<file path="src/rtl/eq_search_cfg.svh">
// Register map, field positions, reset values and timing constants of the gain search block.
// Assumes it is included by its bare name into the package and the modules.
`ifndef EQ_SEARCH_CFG_SVH
`define EQ_SEARCH_CFG_SVH

`define REG_ERR_SRC_SEL      8'h42
`define REG_SEARCH_CTRL      8'hd2
`define REG_ADAPTED_VALUE    8'hd3
`define REG_GAIN_RANGE       8'hd5

// Error source select fields.
`define ERRSEL_CDR_BIT       0
`define ERRSEL_ENC_BIT       1
`define ERRSEL_PAR_BIT       2
`define ERRSEL_THR_LSB       4
`define ERRSEL_THR_MSB       7
`define ERRSEL_RESET         8'h17

// Search control fields.
`define CTRL_RESTART_BIT     0
`define CTRL_FIRSTLOCK_BIT   1
`define CTRL_FLOOR_EN_BIT    2
`define CTRL_ERRCHK_BIT      3
`define CTRL_DWELL_LSB       4
`define CTRL_DWELL_MSB       6
`define CTRL_RESET           8'h3a

// Gain range fields: ceiling high nibble, floor low nibble.
`define RANGE_FLOOR_LSB      0
`define RANGE_FLOOR_MSB      3
`define RANGE_CEIL_LSB       4
`define RANGE_CEIL_MSB       7
`define RANGE_RESET          8'hf0

// Dwell base time; the field selects base shifted left by its value.
`define DWELL_BASE_NS        327500
`define CLK_PERIOD_NS        20
`define DWELL_BASE_CYC       ((`DWELL_BASE_NS) / (`CLK_PERIOD_NS))
`define DWELL_DEFAULT_SEL    3'h3

`endif

</file>
<file path="src/rtl/eq_search_pkg.sv">
// Types shared by the gain search block.
// Assumes eq_search_cfg.svh is on the include path.
package eq_search_pkg;
`include "eq_search_cfg.svh"

    typedef enum logic [1:0] {
        st_apply,
        st_dwell,
        st_hold
    } search_state_e;

    typedef struct packed {
        logic       cdr_err;
        logic       enc_err;
        logic       par_err;
    } link_err_s;

    typedef struct packed {
        logic       wr_en;
        logic       rd_en;
        logic [7:0] addr;
        logic [7:0] wdata;
    } reg_req_s;
endpackage

</file>
<file path="src/rtl/adaptive_equalizer_search.sv">
// Gain search controller for one serial receive port with its register file.
// Assumes a register port already decoded from the serial management bus, and
// lock and error indications from the analog receiver, asynchronous to core_clk.
`timescale 1ns/1ps
`include "eq_search_cfg.svh"
module adaptive_equalizer_search
    import eq_search_pkg::*;
#(
    parameter int GAIN_W   = 4,
    parameter int DWELL_W  = 24,
    parameter int DWELL_BASE = `DWELL_BASE_CYC
) (
    input  wire logic              core_clk,
    input  wire logic              reset,
    input  wire logic              logic_soft_reset,
    input  wire reg_req_s          reg_req,
    output logic [7:0]             reg_rdata,
    output logic                   reg_rvalid,
    input  wire logic              cdr_lock_async,
    input  wire link_err_s         link_err_async,
    input  wire logic              partner_compatible,
    output logic [GAIN_W-1:0]      gain_setting,
    output logic                   search_locked
);
    logic [7:0]         err_sel_q;
    logic [7:0]         ctrl_q;
    logic [7:0]         range_q;
    search_state_e      state_q;
    logic [GAIN_W-1:0]  gain_q;
    logic [DWELL_W-1:0] dwell_cnt_q;
    logic [DWELL_W-1:0] dwell_len;
    logic               first_lock_done_q;
    logic               restart_req;
    logic [3:0]         sync_vec;
    logic               lock_s;
    link_err_s          err_s;
    logic               err_over;
    logic               err_check_on;
    logic               window_open;
    logic [GAIN_W-1:0]  start_gain;
    logic [GAIN_W-1:0]  ceiling;
    logic [GAIN_W-1:0]  next_gain;
    logic               first_lock_restart;
    logic               dwell_done;
    logic               wr_ctrl;

    eq_input_sync #(
        .WIDTH(4)
    ) u_sync (
        .core_clk (core_clk),
        .reset    (reset),
        .async_in ({cdr_lock_async, link_err_async}),
        .sync_out (sync_vec)
    );

    assign lock_s = sync_vec[3];
    assign err_s  = link_err_s'(sync_vec[2:0]);

    // Register writes.
    assign wr_ctrl = reg_req.wr_en && reg_req.addr == `REG_SEARCH_CTRL;

    always_ff @(posedge core_clk) begin
        if (reset) begin
            err_sel_q <= `ERRSEL_RESET;
            ctrl_q    <= `CTRL_RESET;
            range_q   <= `RANGE_RESET;
        end else begin
            if (reg_req.wr_en && reg_req.addr == `REG_ERR_SRC_SEL) begin
                err_sel_q <= reg_req.wdata;
            end
            if (wr_ctrl) begin
                // The restart bit self-clears; it is acted on as a one-shot.
                ctrl_q <= reg_req.wdata & ~(8'h01 << `CTRL_RESTART_BIT);
            end
            if (reg_req.wr_en && reg_req.addr == `REG_GAIN_RANGE) begin
                range_q <= reg_req.wdata;
            end
        end
    end

    // Register reads, answered the cycle after the request.
    always_ff @(posedge core_clk) begin
        if (reset) begin
            reg_rdata  <= 8'h00;
            reg_rvalid <= 1'b0;
        end else begin
            reg_rvalid <= reg_req.rd_en;
            if (reg_req.rd_en) begin
                case (reg_req.addr)
                    `REG_ERR_SRC_SEL:   reg_rdata <= err_sel_q;
                    `REG_SEARCH_CTRL:   reg_rdata <= ctrl_q;
                    // The hold bit is taken from the state so it pairs with the same gain.
                    `REG_ADAPTED_VALUE: reg_rdata <= {state_q == st_hold, 7'(gain_q)};
                    `REG_GAIN_RANGE:    reg_rdata <= range_q;
                    default:            reg_rdata <= 8'h00;
                endcase
            end
        end
    end

    // Derived controls.
    assign ceiling = GAIN_W'(range_q[`RANGE_CEIL_MSB:`RANGE_CEIL_LSB]);
    // The floor value, capped at the ceiling, seeds each restart (reset seeds 0); it bounds wraps only when enabled.
    assign start_gain = GAIN_W'(range_q[`RANGE_FLOOR_MSB:`RANGE_FLOOR_LSB]);
    assign dwell_len  = DWELL_W'(DWELL_BASE) << ctrl_q[`CTRL_DWELL_MSB:`CTRL_DWELL_LSB];
    assign err_check_on = ctrl_q[`CTRL_ERRCHK_BIT];
    assign window_open  = state_q == st_dwell && dwell_cnt_q >= (dwell_len >> 1);
    assign dwell_done   = dwell_cnt_q >= dwell_len - DWELL_W'(1);

    always_comb begin
        // Next step ascends by one, wrapping at the ceiling.
        if (gain_q >= ceiling) begin
            next_gain = ctrl_q[`CTRL_FLOOR_EN_BIT] ? start_gain : '0;
        end else begin
            next_gain = gain_q + GAIN_W'(1);
        end
        if (next_gain > ceiling) begin
            next_gain = ceiling;
        end
    end

    assign first_lock_restart = lock_s && !first_lock_done_q && partner_compatible
                                && ctrl_q[`CTRL_FIRSTLOCK_BIT];
    assign restart_req = logic_soft_reset
                         || (wr_ctrl && reg_req.wdata[`CTRL_RESTART_BIT])
                         || first_lock_restart;

    eq_error_counter #(
        .CNT_W(8)
    ) u_errcnt (
        .core_clk    (core_clk),
        .reset       (reset),
        .clear       (state_q != st_dwell || restart_req),
        .window_open (window_open),
        .errs        (err_s),
        .select      (err_sel_q[`ERRSEL_PAR_BIT:`ERRSEL_CDR_BIT]),
        .threshold   (err_sel_q[`ERRSEL_THR_MSB:`ERRSEL_THR_LSB]),
        .over        (err_over)
    );

    always_ff @(posedge core_clk) begin
        if (reset) begin
            first_lock_done_q <= 1'b0;
        end else if (lock_s) begin
            first_lock_done_q <= 1'b1;
        end
    end

    // Search state machine; it runs from reset whether or not a signal is present.
    always_ff @(posedge core_clk) begin
        if (reset) begin
            state_q     <= st_apply;
            gain_q      <= '0;
            dwell_cnt_q <= '0;
        end else if (restart_req) begin
            state_q     <= st_apply;
            gain_q      <= (start_gain > ceiling) ? ceiling : start_gain;
            dwell_cnt_q <= '0;
        end else begin
            case (state_q)
                st_apply: begin
                    dwell_cnt_q <= '0;
                    state_q     <= st_dwell;
                end
                st_dwell: begin
                    if (!dwell_done) begin
                        dwell_cnt_q <= dwell_cnt_q + DWELL_W'(1);
                    end else if (lock_s && !(err_check_on && err_over)) begin
                        state_q <= st_hold;
                    end else begin
                        gain_q  <= next_gain;
                        state_q <= st_apply;
                    end
                end
                st_hold: begin
                    if (!lock_s) begin
                        gain_q  <= next_gain;
                        state_q <= st_apply;
                    end
                end
                default: begin
                    state_q <= st_apply;
                end
            endcase
        end
    end

    always_ff @(posedge core_clk) begin
        if (reset) begin
            gain_setting  <= '0;
            search_locked <= 1'b0;
        end else begin
            gain_setting  <= gain_q;
            search_locked <= state_q == st_hold;
        end
    end
endmodule

</file>
<file path="src/rtl/eq_input_sync.sv">
// Two-flop synchroniser for a group of asynchronous level inputs.
// Assumes the inputs come from analog or recovered-clock logic.
`timescale 1ns/1ps
module eq_input_sync #(
    parameter int WIDTH = 4
) (
    input  wire logic             core_clk,
    input  wire logic             reset,
    input  wire logic [WIDTH-1:0] async_in,
    output logic      [WIDTH-1:0] sync_out
);
    logic [WIDTH-1:0] meta_q;

    always_ff @(posedge core_clk) begin
        if (reset) begin
            meta_q   <= '0;
            sync_out <= '0;
        end else begin
            meta_q   <= async_in;
            sync_out <= meta_q;
        end
    end
endmodule

</file>
<file path="src/rtl/eq_error_counter.sv">
// Counts selected link errors over a window and flags excess.
// Assumes error inputs are already synchronised to core_clk.
`timescale 1ns/1ps
`include "eq_search_cfg.svh"
module eq_error_counter
    import eq_search_pkg::*;
#(
    parameter int CNT_W = 8
) (
    input  wire logic       core_clk,
    input  wire logic       reset,
    input  wire logic       clear,
    input  wire logic       window_open,
    input  wire link_err_s  errs,
    input  wire logic [2:0] select,
    input  wire logic [3:0] threshold,
    output logic            over
);
    logic [CNT_W-1:0] count_q;
    logic [1:0]       hits;

    always_comb begin
        hits = 2'(errs.cdr_err & select[`ERRSEL_CDR_BIT])
             + 2'(errs.enc_err & select[`ERRSEL_ENC_BIT])
             + 2'(errs.par_err & select[`ERRSEL_PAR_BIT]);
    end

    always_ff @(posedge core_clk) begin
        if (reset || clear) begin
            count_q <= '0;
        end else if (window_open && count_q < {CNT_W{1'b1}} - CNT_W'(3)) begin
            count_q <= count_q + CNT_W'(hits);
        end
    end

    assign over = count_q > CNT_W'(threshold);
endmodule

</file>
<file path="config.mk">
export PLATFORM = sky130hd
export DESIGN_NAME = adaptive_equalizer_search
export DESIGN_NICKNAME = d
export VERILOG_FILES = /design/src/rtl/eq_search_pkg.sv /design/src/rtl/adaptive_equalizer_search.sv /design/src/rtl/eq_input_sync.sv /design/src/rtl/eq_error_counter.sv
export VERILOG_INCLUDE_DIRS = /design/src /design/src/rtl
export SDC_FILE = /design/constraint.sdc
export NUM_CORES = 1
export LEC_CHECK = 0
export BUFFER_PORTS_ARGS = -buffer_cell sky130_fd_sc_hd__buf_2
export CAP_MARGIN = 10
export CORE_MARGIN = 2
export CORE_UTILIZATION = 45
export DETAILED_ROUTE_END_ITERATION = 10
export GPL_ROUTABILITY_DRIVEN = 0
export GPL_TIMING_DRIVEN = 1
export PLACE_DENSITY = 0.63
export RECOVER_POWER = 50
export SLEW_MARGIN = 25
export SYNTH_ARGS = -nofsm -noshare
export SYNTH_HDL_FRONTEND = slang
export SYNTH_SLANG_ARGS = --single-unit
</file>
<file path="constraint.sdc">
create_clock -name core_clk -period 3.15 [get_ports core_clk]
set_clock_uncertainty 0.2 [all_clocks]
set_input_delay 0.1575 -clock core_clk [delete_from_list [all_inputs] [get_ports core_clk]]
set_output_delay 0.1575 -clock core_clk [all_outputs]
set_load 0.03 [all_outputs]
</file>
==> metrics, run 1 <==
critical register-to-register path endpoint=gain_q[1]; final setup fails=0; # fillers=around 1,100; share of cells above drive strength 1=0.1628; WS Path Type=reg -> reg; area grow syn2layout=19.16%; Synth warnings=0; leading cell types by count after synthesis=84 x dfxtp_1, 64 x nand2_1, 58 x nand3_1, 56 x ha_1, 46 x nor2_1; # rows=39; H-tree Lvls=3; max-cap violations=0; Cell Area, Synth=0.005192 mm2; Synth async-reset ratio=0; antenna diode count=0; DRC=0; pin count of the biggest net entering global routing=36; Max Clock Freq=0.3244 GHz; CP Data Required Time=3.17 ns; Routed Antenna Nets=0; CTS buffer count=9; critical path arrival=3.11 ns; initial antenna violation count=0; Internal Pwr Total=approximately 1900 uW; Post-synth EDFFs=0; pins over their slew limit=0; die footprint=0.01241 mm2; Final Instance Area=between 0.006 and 0.007 mm2; Peak VDD IR=0.3019 mV; Seq cells post-synth=84; initial core utilization=0.4587; clk_lat worst skew=approximately 0.34 ns; Via Count=~4,800; Hold Vio Cnt, Final=0; DR iter-0 viols=287; remaining global-route overflow=0; Min-Delay Path Class=in -> reg; top post-synthesis cells by area=dfxtp_1 32%, ha_1 13%, nand3_1 5.6%; critical path launch point type=flip-flop; combinational power share=0.070; post-detailed-placement half-perimeter wirelength=11,150 um; Max-Slew Margin vs Limit=0.2113; hold_sp=reg_req[16]; sw frac=0.2251; sequential share of power=0.454; first-pass GRT wire length=23,660 um; Top Ports=40; final design utilization=0.5465; Slew @ Worst Pin=1.173 ns; vias in the first global route=~4,700; final net count=roughly 770; syn_nets=700; fin crit share=0.9787; cell taking the most area after synthesis=dfxtp_1; GRT Util Overall=0.2349; Die W=around 110 um; Core ar.=0.01132 mm2; Switch Pwr=539.8 uW; Min-Delay Path Depth=2; cell with the most instances after synthesis=dfxtp_1; share of the synthesized area in the top cell type=0.3239; CTS clk-pin slew, worst paths=0.06 ns; Longest Clk Path Bufs=2; Hold EP=reg_rvalid; Placed Area=approximately 0.0057 mm2; Synth Instances=roughly 620; Period minus WS final=3.083 ns; TritonCTS sink count=84; Pleak=0.002618 uW; Routed wire per std cell=17.32 um; CTS tree=yes; Clock power frac=0.476; R2R Setup Slk=0.07 ns; Syn Area/Cell=~8.4 um2; Routed WL=approximately 14,000 um; first drt pass iteration count=5; DIE HEIGHT=about 110 um; worst-path fanout max=7; pwr/cell area=slightly below 400 mW/mm2; Port Buf Inserts=39; vias per cell=5.783; Post-CTS Setup Inserts=0; Yosys cell types=84; CTS root buffer=clkbuf_16; CP Capture Type=flip-flop; post-synthesis sequential area ratio=0.3239; reg2reg path depth=14; FF-to-FF Start=gain_q[0]; status=complete, no violations; top_reg_cell synth=dfxtp_1
-- power by group through the flow --
stage | Sequential, uW | Clock, uW | Combinational, uW
CTS | 1090 | 1170 | 168
global route | 1090 | 1200 | 181
detailed placement | 1110 | 0 | 155
global placement | 1110 | 0 | 150
floorplan | 1130 | 0 | 79.5
finish | 1090 | 1140 | 167
-- cells by family (layout without fill, tap and decap cells) --
kind of cell | after synthesis | after routing | synth area share
xor gates and xnor gates | 17 | 17 | 0.02867
buffers and inverters | 50 | 128 | 0.04048
muxes | 6 | 6 | 0.01205
AOI/OAI and AO/OA | 138 | 138 | 0.1827
other | 2 | 2 | 0.001446
DFF | 84 | 84 | 0.3239
and+or+nand+nor | 261 | 261 | 0.2682
adders and majority gates | 58 | 58 | 0.1427
-- how the worst max path moves through the flow --
stage	start	end	slack, ns	cells after the start
2_1_floorplan	ctrl_q[6]	gain_q[0]	0.009	12
6_report	gain_q[0]	gain_q[1]	0.07	14
4_1_cts	gain_q[0]	gain_q[2]	0.01	14
3_5_place_dp	gain_q[0]	gain_q[2]	0.003	14
5_1_grt	gain_q[0]	gain_q[1]	-0.02	14
3_3_place_gp	gain_q[0]	gain_q[3]	0.11	12
-- critical path, cell delays in order (launching register included) --
cell and delay, ns:
dfxtp_1 0.33, inv_1 0.06, ha_1 0.26, nand2b_1 0.16, a211oi_2 0.29, o21bai_4 0.13
nand3_1 0.11, o21ai_1 0.10, ha_1 0.31, nor2b_1 0.13, o21ai_0 0.08, a32o_1 0.24
o31a_2 0.33, o21ai_0 0.16, o31ai_1 0.08
-- flip-flops by register name, indices dropped and copies added, names as in the netlist --
register / flops
gain_q: 4
state_q: 2
u_sync.meta_q: 4
first_lock_done_q: 1
u_errcnt.count_q: 8
reg_rdata: 8
range_q: 8
dwell_cnt_q: 24
u_sync.sync_out: 4
gain_setting: 4
search_locked: 1
ctrl_q: 7
reg_rvalid: 1
err_sel_q: 8
-- timing repair --
action	CTS	global route
gates resized for setup	2	20
endpoints found under the hold margin	29	0
pin swaps	0	3
setup endpoints to repair	5	21
hold buffers	13	0
-- area by class of cell --
cell class | instances | area, um2 | share of cell area
timing repair buffer | 85 | 559.3 | 0.09039
tap | 143 | 178.9 | 0.02892
multi-input combinational | 482 | 3339 | 0.5397
clock buffer | 11 | 242.7 | 0.03923
clock inverter | 4 | 73.82 | 0.01193
sequential | 84 | 1688 | 0.2728
inverter | 28 | 105.1 | 0.01699
-- per-layer routing --
metal	vias up	global-route usage	wire, um	part of all wire
met5	-	0	0	0
li1	2395	-	-	-
met2	130	0.4069	7149	0.49
met4	0	0.07737	334	0.023
met3	27	0.04028	640	0.044
met1	2288	0.2977	6371	0.44
-- through the flow --
stage,power (uW),hold slack [ns],instances,setup WS (ns),setup TNS [ns]
after floorplan,1207,0.08568,616,0.009315,0
after global placement,1263,0.1657,809,0.1110,0
after detailed placement,1268,0.1728,809,0.002979,0
after CTS,2424,0.01878,837,0.01366,0
after global routing,2471,0.04766,837,-0.02152,-0.04836
final,2398,0.03262,837,0.06695,0
-- cells in the final DEF, fill, tap and decap left out, drive strengths merged, types with 8 or more instances in the layout --
cell type     n
ha           56
a21oi        35
dlygate4sd3  13
nor2b        11
clkbuf       28
buf          55
and3         11
nor2         48
dfxtp        84
nand4        11
and2          9
a211oi        8
nand3        58
xor2         11
inv          28
nand2        65
o21ai        31
nor3         13
Note: power is estimated with default switching activity, not from simulation.
==> inputs of run 2 (changes only) <==
--- a/config.mk
+++ b/config.mk
@@ -6,6 +6,7 @@
 export SDC_FILE = /design/constraint.sdc
 export NUM_CORES = 1
 export LEC_CHECK = 0
+export ABC_AREA = 1
 export BUFFER_PORTS_ARGS = -buffer_cell sky130_fd_sc_hd__buf_2
 export CAP_MARGIN = 10
 export CORE_MARGIN = 2
==> run 2 against run 1 <==
Compared with the run above:
- sequential share of layout area is 1.8 points lower
- global-route usage is 1.3 points higher
- worst hold slack better by 0.071 ns
- flip-flop and latch count stayed put
- first-iteration DRC count rose by 10%
- combinational power increased by 31%
- die area grew 8.4%
- critical path type unchanged
- highest routed layer unchanged
==> metrics, run 2 <==
hold_sp=reg_req[12]; area grow syn2layout=16.96%; share of the synthesized area in the top cell type=0.2980; Synth async-reset ratio=0; Routed WL=15,530 um; CTS clk-pin slew, worst paths=about 0.070 ns; combinational power share=0.087; post-synthesis sequential area ratio=0.2980; remaining global-route overflow=0; DR iter-0 viols=316; WS Path Type=reg -> reg; H-tree Lvls=3; worst hold slack=0.1035 ns; critical register-to-register path endpoint=gain_q[3]; Hold Vio Cnt, Final=0; Port Buf Inserts=39; Seq cells post-synth=84; initial antenna violation count=0; worst path cell trace=inv_2, ha_1, nand2_1, inv_1, nand2_1, nand3_2, nand3_1, nand2_1, ha_1, inv_1, o21bai_1, nand2_1, nand2_1, nand2_2, nor2_1, nor2_1, a21oi_1, nand4_1, nand2_1, nor2_1; Largest Register=dwell_cnt_q; CP Capture Type=flip-flop; top cell family by delay on the critical path=simple AND/OR/NAND/NOR gates; Max Clock Freq=between 0.3 and 0.4 GHz; cell with the most instances after synthesis=nand2_1; Top Ports=40; status=complete, no violations; share of cells above drive strength 1=0.07792; Cell Area, Synth=around 0.0056 mm2; TritonCTS sink count=84; Clock power frac=0.479; Routed Antenna Nets=0; Max-Slew Margin vs Limit=0.5281; vias in the first global route=roughly 5,600; final net count=1,003; Min-Delay Path Depth=5; final design utilization=0.5449; sequential share of power=0.434; Post-CTS Setup Inserts=0; CTS root buffer=clkbuf_16; final setup fails=0; Core ar.=0.01211 mm2; leading cell type in the layout, fill and taps excluded=nand2_1; fin crit share=0.9089; post-detailed-placement half-perimeter wirelength=11,930 um; cell taking the most area after synthesis=dfxtp_1; CP Data Required Time=3.20 ns; DRC=0; most frequent CP cell=nand2_1; R2R Setup Slk=0.29 ns; FF-to-FF Start=range_q[6]; total power=2507 uW; top post-synthesis cells by area=dfxtp_1 30%, nand2_1 14%, ha_1 12%; Synth warnings=0; Slew @ Worst Pin=just over 0.7 ns; Syn Area/Cell=6.615 um2; number of flip-flops in the largest register=24; syn_nets=937; critical path launch point type=flip-flop; vias per cell=5.266; Period minus WS final=roughly 2.9 ns; Die W=116.0 um; Post-synth EDFFs=0; CP max stage delay=0.37 ns; # fillers=1,210; pins over their slew limit=0; reg2reg path depth=20; leading cell types by count after synthesis=211 x nand2_1, 120 x inv_1, 98 x nor2_1, 84 x dfxtp_1, 71 x a21oi_1; Switch Pwr=between 600 and 700 uW; CP max stage cell=dfxtp_1; Routed wire per std cell=between 10 and 15 um; Min-Delay Path Class=in -> reg; sw frac=0.2558; initial core utilization=0.4659; CTS tree=yes; worst-path fanout max=8; Pleak=0.003104 uW; max-cap violations=0; Peak VDD IR=between 0.3 and 0.4 mV; die footprint=0.01345 mm2; clk_lat worst skew=~0.36 ns; GRT Util Overall=0.2483; Buffers & Inverters on Critical Path=3; Internal Pwr Total=between 1500 and 2000 uW; Synth Instances=853; Hold EP=ctrl_q[6]; pin count of the biggest net entering global routing=36; most frequent cells in the layout=210 x nand2_1, 118 x inv_1, 97 x nor2_1, 82 x dfxtp_1, 70 x a21oi_1; antenna diode count=0; Longest Clk Path Bufs=2; CTS buffer count=9; first-pass GRT wire length=26,180 um; # rows=40; pwr/cell area=about 380 mW/mm2; critical path arrival=a little under 3 ns; DIE HEIGHT=116.0 um; top_reg_cell synth=dfxtp_1; Via Count=5,750; first drt pass iteration count=5; Yosys cell types=37
-- run 2: area by class of cell --
| class | count | area (um2) | share of cell area |
|---|---|---|---|
| clock buffer | 9 | 225.2 | 0.03412 |
| clock inverter | 7 | 105.1 | 0.01592 |
| inverter | 125 | 469.2 | 0.07109 |
| multi-input combinational | 628 | 3441 | 0.5213 |
| sequential | 84 | 1684 | 0.2552 |
| tap | 168 | 210.2 | 0.03185 |
| timing repair buffer | 71 | 465.4 | 0.07052 |
-- run 2: power by group through the flow --
stage	clock network, uW	registers (uW)	logic, uW
6_report	1200	1090	218
2_1_floorplan	0	1120	123
4_1_cts	1220	1090	219
3_5_place_dp	0	1110	204
3_3_place_gp	0	1110	201
5_1_grt	1260	1090	245
-- run 2: per-stage QoR --
step / cells / worst slack [ns] / instance area, um2 / setup TNS, ns
finish: 1092 / 0.2870 / 6600 / 0
global route: 1092 / -0.01063 / 6600 / -0.01063
CTS: 1092 / 0.04640 / 6599 / 0
detailed placement: 1058 / 0.08655 / 6088 / 0
global placement: 1058 / 0.2249 / 6088 / 0
floorplan: 853 / 0.4383 / 5643 / 0
-- run 2: worst max path at each step --
stage | from | end | cells past startpoint
finish | range_q[6] | gain_q[3] | 20
CTS | range_q[7] | gain_q[0] | 20
detailed placement | range_q[7] | gain_q[3] | 18
global placement | range_q[7] | gain_q[3] | 18
floorplan | range_q[7] | gain_q[3] | 18
global route | range_q[6] | gain_q[0] | 22
-- run 2: tightest hold or removal path, delay by kind of cell --
kind	cells	cell delay, ns
and+or+nand+nor	3	0.26
buffers and inverters	1	0.10
AOI/OAI and AO/OA	1	0.08
-- run 2: timing repair --
| action | 4_1_cts | 5_1_grt |
|---|---|---|
| setup endpoints to repair | 0 | 7 |
| hold buffers | 18 | 0 |
| gates resized for setup | 0 | 10 |
| endpoints found under the hold margin | 35 | 0 |
-- run 2: cells by family (layout without fill, tap and decap cells) --
| logic type | count (synthesis) | after routing | share of synthesized area |
|---|---|---|---|
| XOR/XNOR | 17 | 17 | 0.02639 |
| adder cells (fa/ha/maj) | 58 | 58 | 0.1313 |
| AND/OR/NAND/NOR | 425 | 425 | 0.3217 |
| buffers and inverters | 141 | 212 | 0.09690 |
| flip-flops | 84 | 84 | 0.2980 |
| AO/OA/AOI/OAI | 126 | 126 | 0.1244 |
| other | 2 | 2 | 0.001331 |
-- run 2: per-layer routing --
layer  vias up  track usage  wire length [um]
li1       2908            -                 -
met1      2611       0.2969              6710
met2       179       0.4105              7304
met3        52      0.05596               767
met4         0       0.1429               751
met5         -            0                 0
==> inputs of run 3 (changes only) <==
--- a/config.mk
+++ b/config.mk
@@ -15,7 +15,7 @@
 export GPL_ROUTABILITY_DRIVEN = 0
 export GPL_TIMING_DRIVEN = 1
 export PLACE_DENSITY = 0.63
-export RECOVER_POWER = 50
+export REMOVE_ABC_BUFFERS = 1
 export SLEW_MARGIN = 25
 export SYNTH_ARGS = -nofsm -noshare
 export SYNTH_HDL_FRONTEND = slang
==> run 3 against run 2 <==
Compared with the run above:
- power down 5.8%
- flip-flop and latch count unchanged
- via count unchanged
- worst hold slack worse by 0.080 ns
- sequential power about the same
- first-iteration DRC count up 63%
- design area up 0.11%
- core utilization up 0.062 points
==> metrics, run 3 (synthesized netlist as in run 2, its figures left out) <==
status=complete, no violations; CP Data Required Time=3.21 ns; CTS clk-pin slew, worst paths=approximately 0.07 ns; initial antenna violation count=0; WS Path Type=reg -> reg; pins over their slew limit=0; Max Clock Freq=between 0.3 and 0.4 GHz; final design utilization=0.5456; number of flip-flops in the largest register=24; antenna diode count=0; DR iter-0 viols=516; remaining global-route overflow=0; cell depth of the worst setup path=18; Hold Vio Cnt, Final=0; critical path arrival=3.00 ns; CP max stage cell=dfxtp_2; most frequent cells in the layout=210 x nand2_1, 117 x inv_1, 98 x nor2_1, 81 x dfxtp_1, 70 x a21oi_1; Hold EP=range_q[7]; hold_sp=reg_req[9]; Setup WS pre-CTS=0.07276 ns; Period minus WS final=approximately 2.9 ns; critical path launch point type=flip-flop; Post-CTS Setup Inserts=0; gr busiest metal=met2; leading cell type in the layout, fill and taps excluded=nand2_1; Via Count=5,750; FF-to-FF Start=range_q[7]; H-tree Lvls=3; Min-Delay Path Class=in -> reg; most frequent CP cell=nand2_1; critical register-to-register path endpoint=gain_q[2]; pwr/cell area=357.5 mW/mm2; max-cap violations=0; Peak VDD IR=between 0.2 and 0.3 mV; final setup fails=0; Slew @ Worst Pin=just over 0.7 ns; area of the multi-input gates=between 0.003 and 0.004 mm2; final net count=1,008; CP Capture Type=flip-flop; Routed wire per std cell=about 15 um; worst path cell trace=inv_2, ha_1, a21oi_2, nand3_2, nand3_1, nand2_1, ha_1, inv_1, o21bai_1, nand2_1, nand2_1, nand2_2, nor2_1, nor2_1, a21oi_1, nand4_1, nand2_1, nor2_1; CTS root buffer=clkbuf_16; CTS buffer count=9; reg2reg path depth=18; vias in the first global route=between 5,000 and 6,000; post-route setup slack=about 0.21 ns; fin crit share=0.9328; initial core utilization=0.4659; Max-Slew Margin vs Limit=0.5182; clk_lat worst skew=roughly 0.36 ns; vias per cell=5.242; R2R Setup Slk=0.21 ns; die footprint=0.01345 mm2; area grow syn2layout=17.10%; first-pass GRT wire length=between 20,000 and 30,000 um; TritonCTS sink count=84; share of cells above drive strength 1=0.09795; worst-path fanout max=8; Die W=116.0 um; register area=between 0.0015 and 0.002 mm2; # rows=40; Min-Delay Path Depth=4; Pleak=between 0.003 and 0.004 uW; # fillers=1,266; met2 Resource Use GR=0.3801; CP max stage delay=0.35 ns; Largest Register=dwell_cnt_q; worst hold slack=0.02385 ns; Routed Antenna Nets=0; Port Buf Inserts=39; Longest Clk Path Bufs=2; pin count of the biggest net entering global routing=24; top cell family by delay on the critical path=simple AND/OR/NAND/NOR gates; Routed WL=16,030 um; Core ar.=0.01211 mm2; Buffers & Inverters on Critical Path=2; GRT Util Overall=0.2445; global-route met3 utilization=0.03870; DIE HEIGHT=116.0 um; DRC=0; post-detailed-placement half-perimeter wirelength=12,190 um; first drt pass iteration count=6; CTS tree=yes; GRT met1 Usage=0.3411; Top Ports=40
## run 3: cell count changes in the layout (fill, tap and decap cells not counted), sizes merged
cell and delta:
buf +19, dlygate4sd3 +4, bufinv -2, inv -3, clkinv +5, clkbuf -18
## run 3: final cells by class
class                           instances  area share
Clock buffer                            9     0.03408
Tap cell                              168     0.03181
Sequential cell                        84      0.2551
Timing Repair Buffer                   76     0.07991
Inverter                              125     0.07101
Multi-Input combinational cell        628      0.5185
Clock inverter                          7    0.009657
## run 3: through the flow
step | total power, uW | instances | TNS (ns) | cell area [um2]
after detailed placement | 1315 | 1059 | 0 | 6083
after CTS | 2379 | 1097 | 0 | 6593
final | 2362 | 1097 | 0 | 6608
after floorplan | 1229 | 837 | 0 | 5565
after global placement | 1313 | 1059 | 0 | 6083
after global routing | 2443 | 1097 | -0.001607 | 6608
## run 3: power by group
group | switching (uW) | leakage (uW) | internal (uW)
registers | 10.7 | 0.000679 | 1080
logic | 143 | 0.00237 | 84.2
clock network | 499 | 0.000139 | 547
## run 3: timing repair
item | in CTS | in global routing
resized for setup | 0 | 9
hold buffers | 22 | 0
setup endpoints to repair | 0 | 4
hold endpoints to repair | 39 | 0
## run 3: worst max path at each step
stage,to,slack (ns),start
after global routing,gain_q[2],-0.002,range_q[7]
after global placement,gain_q[2],0.21,range_q[7]
after CTS,gain_q[1],0.05,range_q[7]
after floorplan,dwell_cnt_q[17],0.37,ctrl_q[6]
final,gain_q[2],0.21,range_q[7]
after detailed placement,gain_q[1],0.07,range_q[7]
## run 3: routing by layer
layer | share of wire | wire (um)
met1 | 0.48 | 7676
met2 | 0.45 | 7151
met3 | 0.054 | 873
met4 | 0.021 | 331
met5 | 0 | 0
## run 3: tightest hold or removal path: stages
cell and delay [ns]:
buf_2 0.11, nor4_1 0.09, nand3_1 0.10, nand3_1 0.08
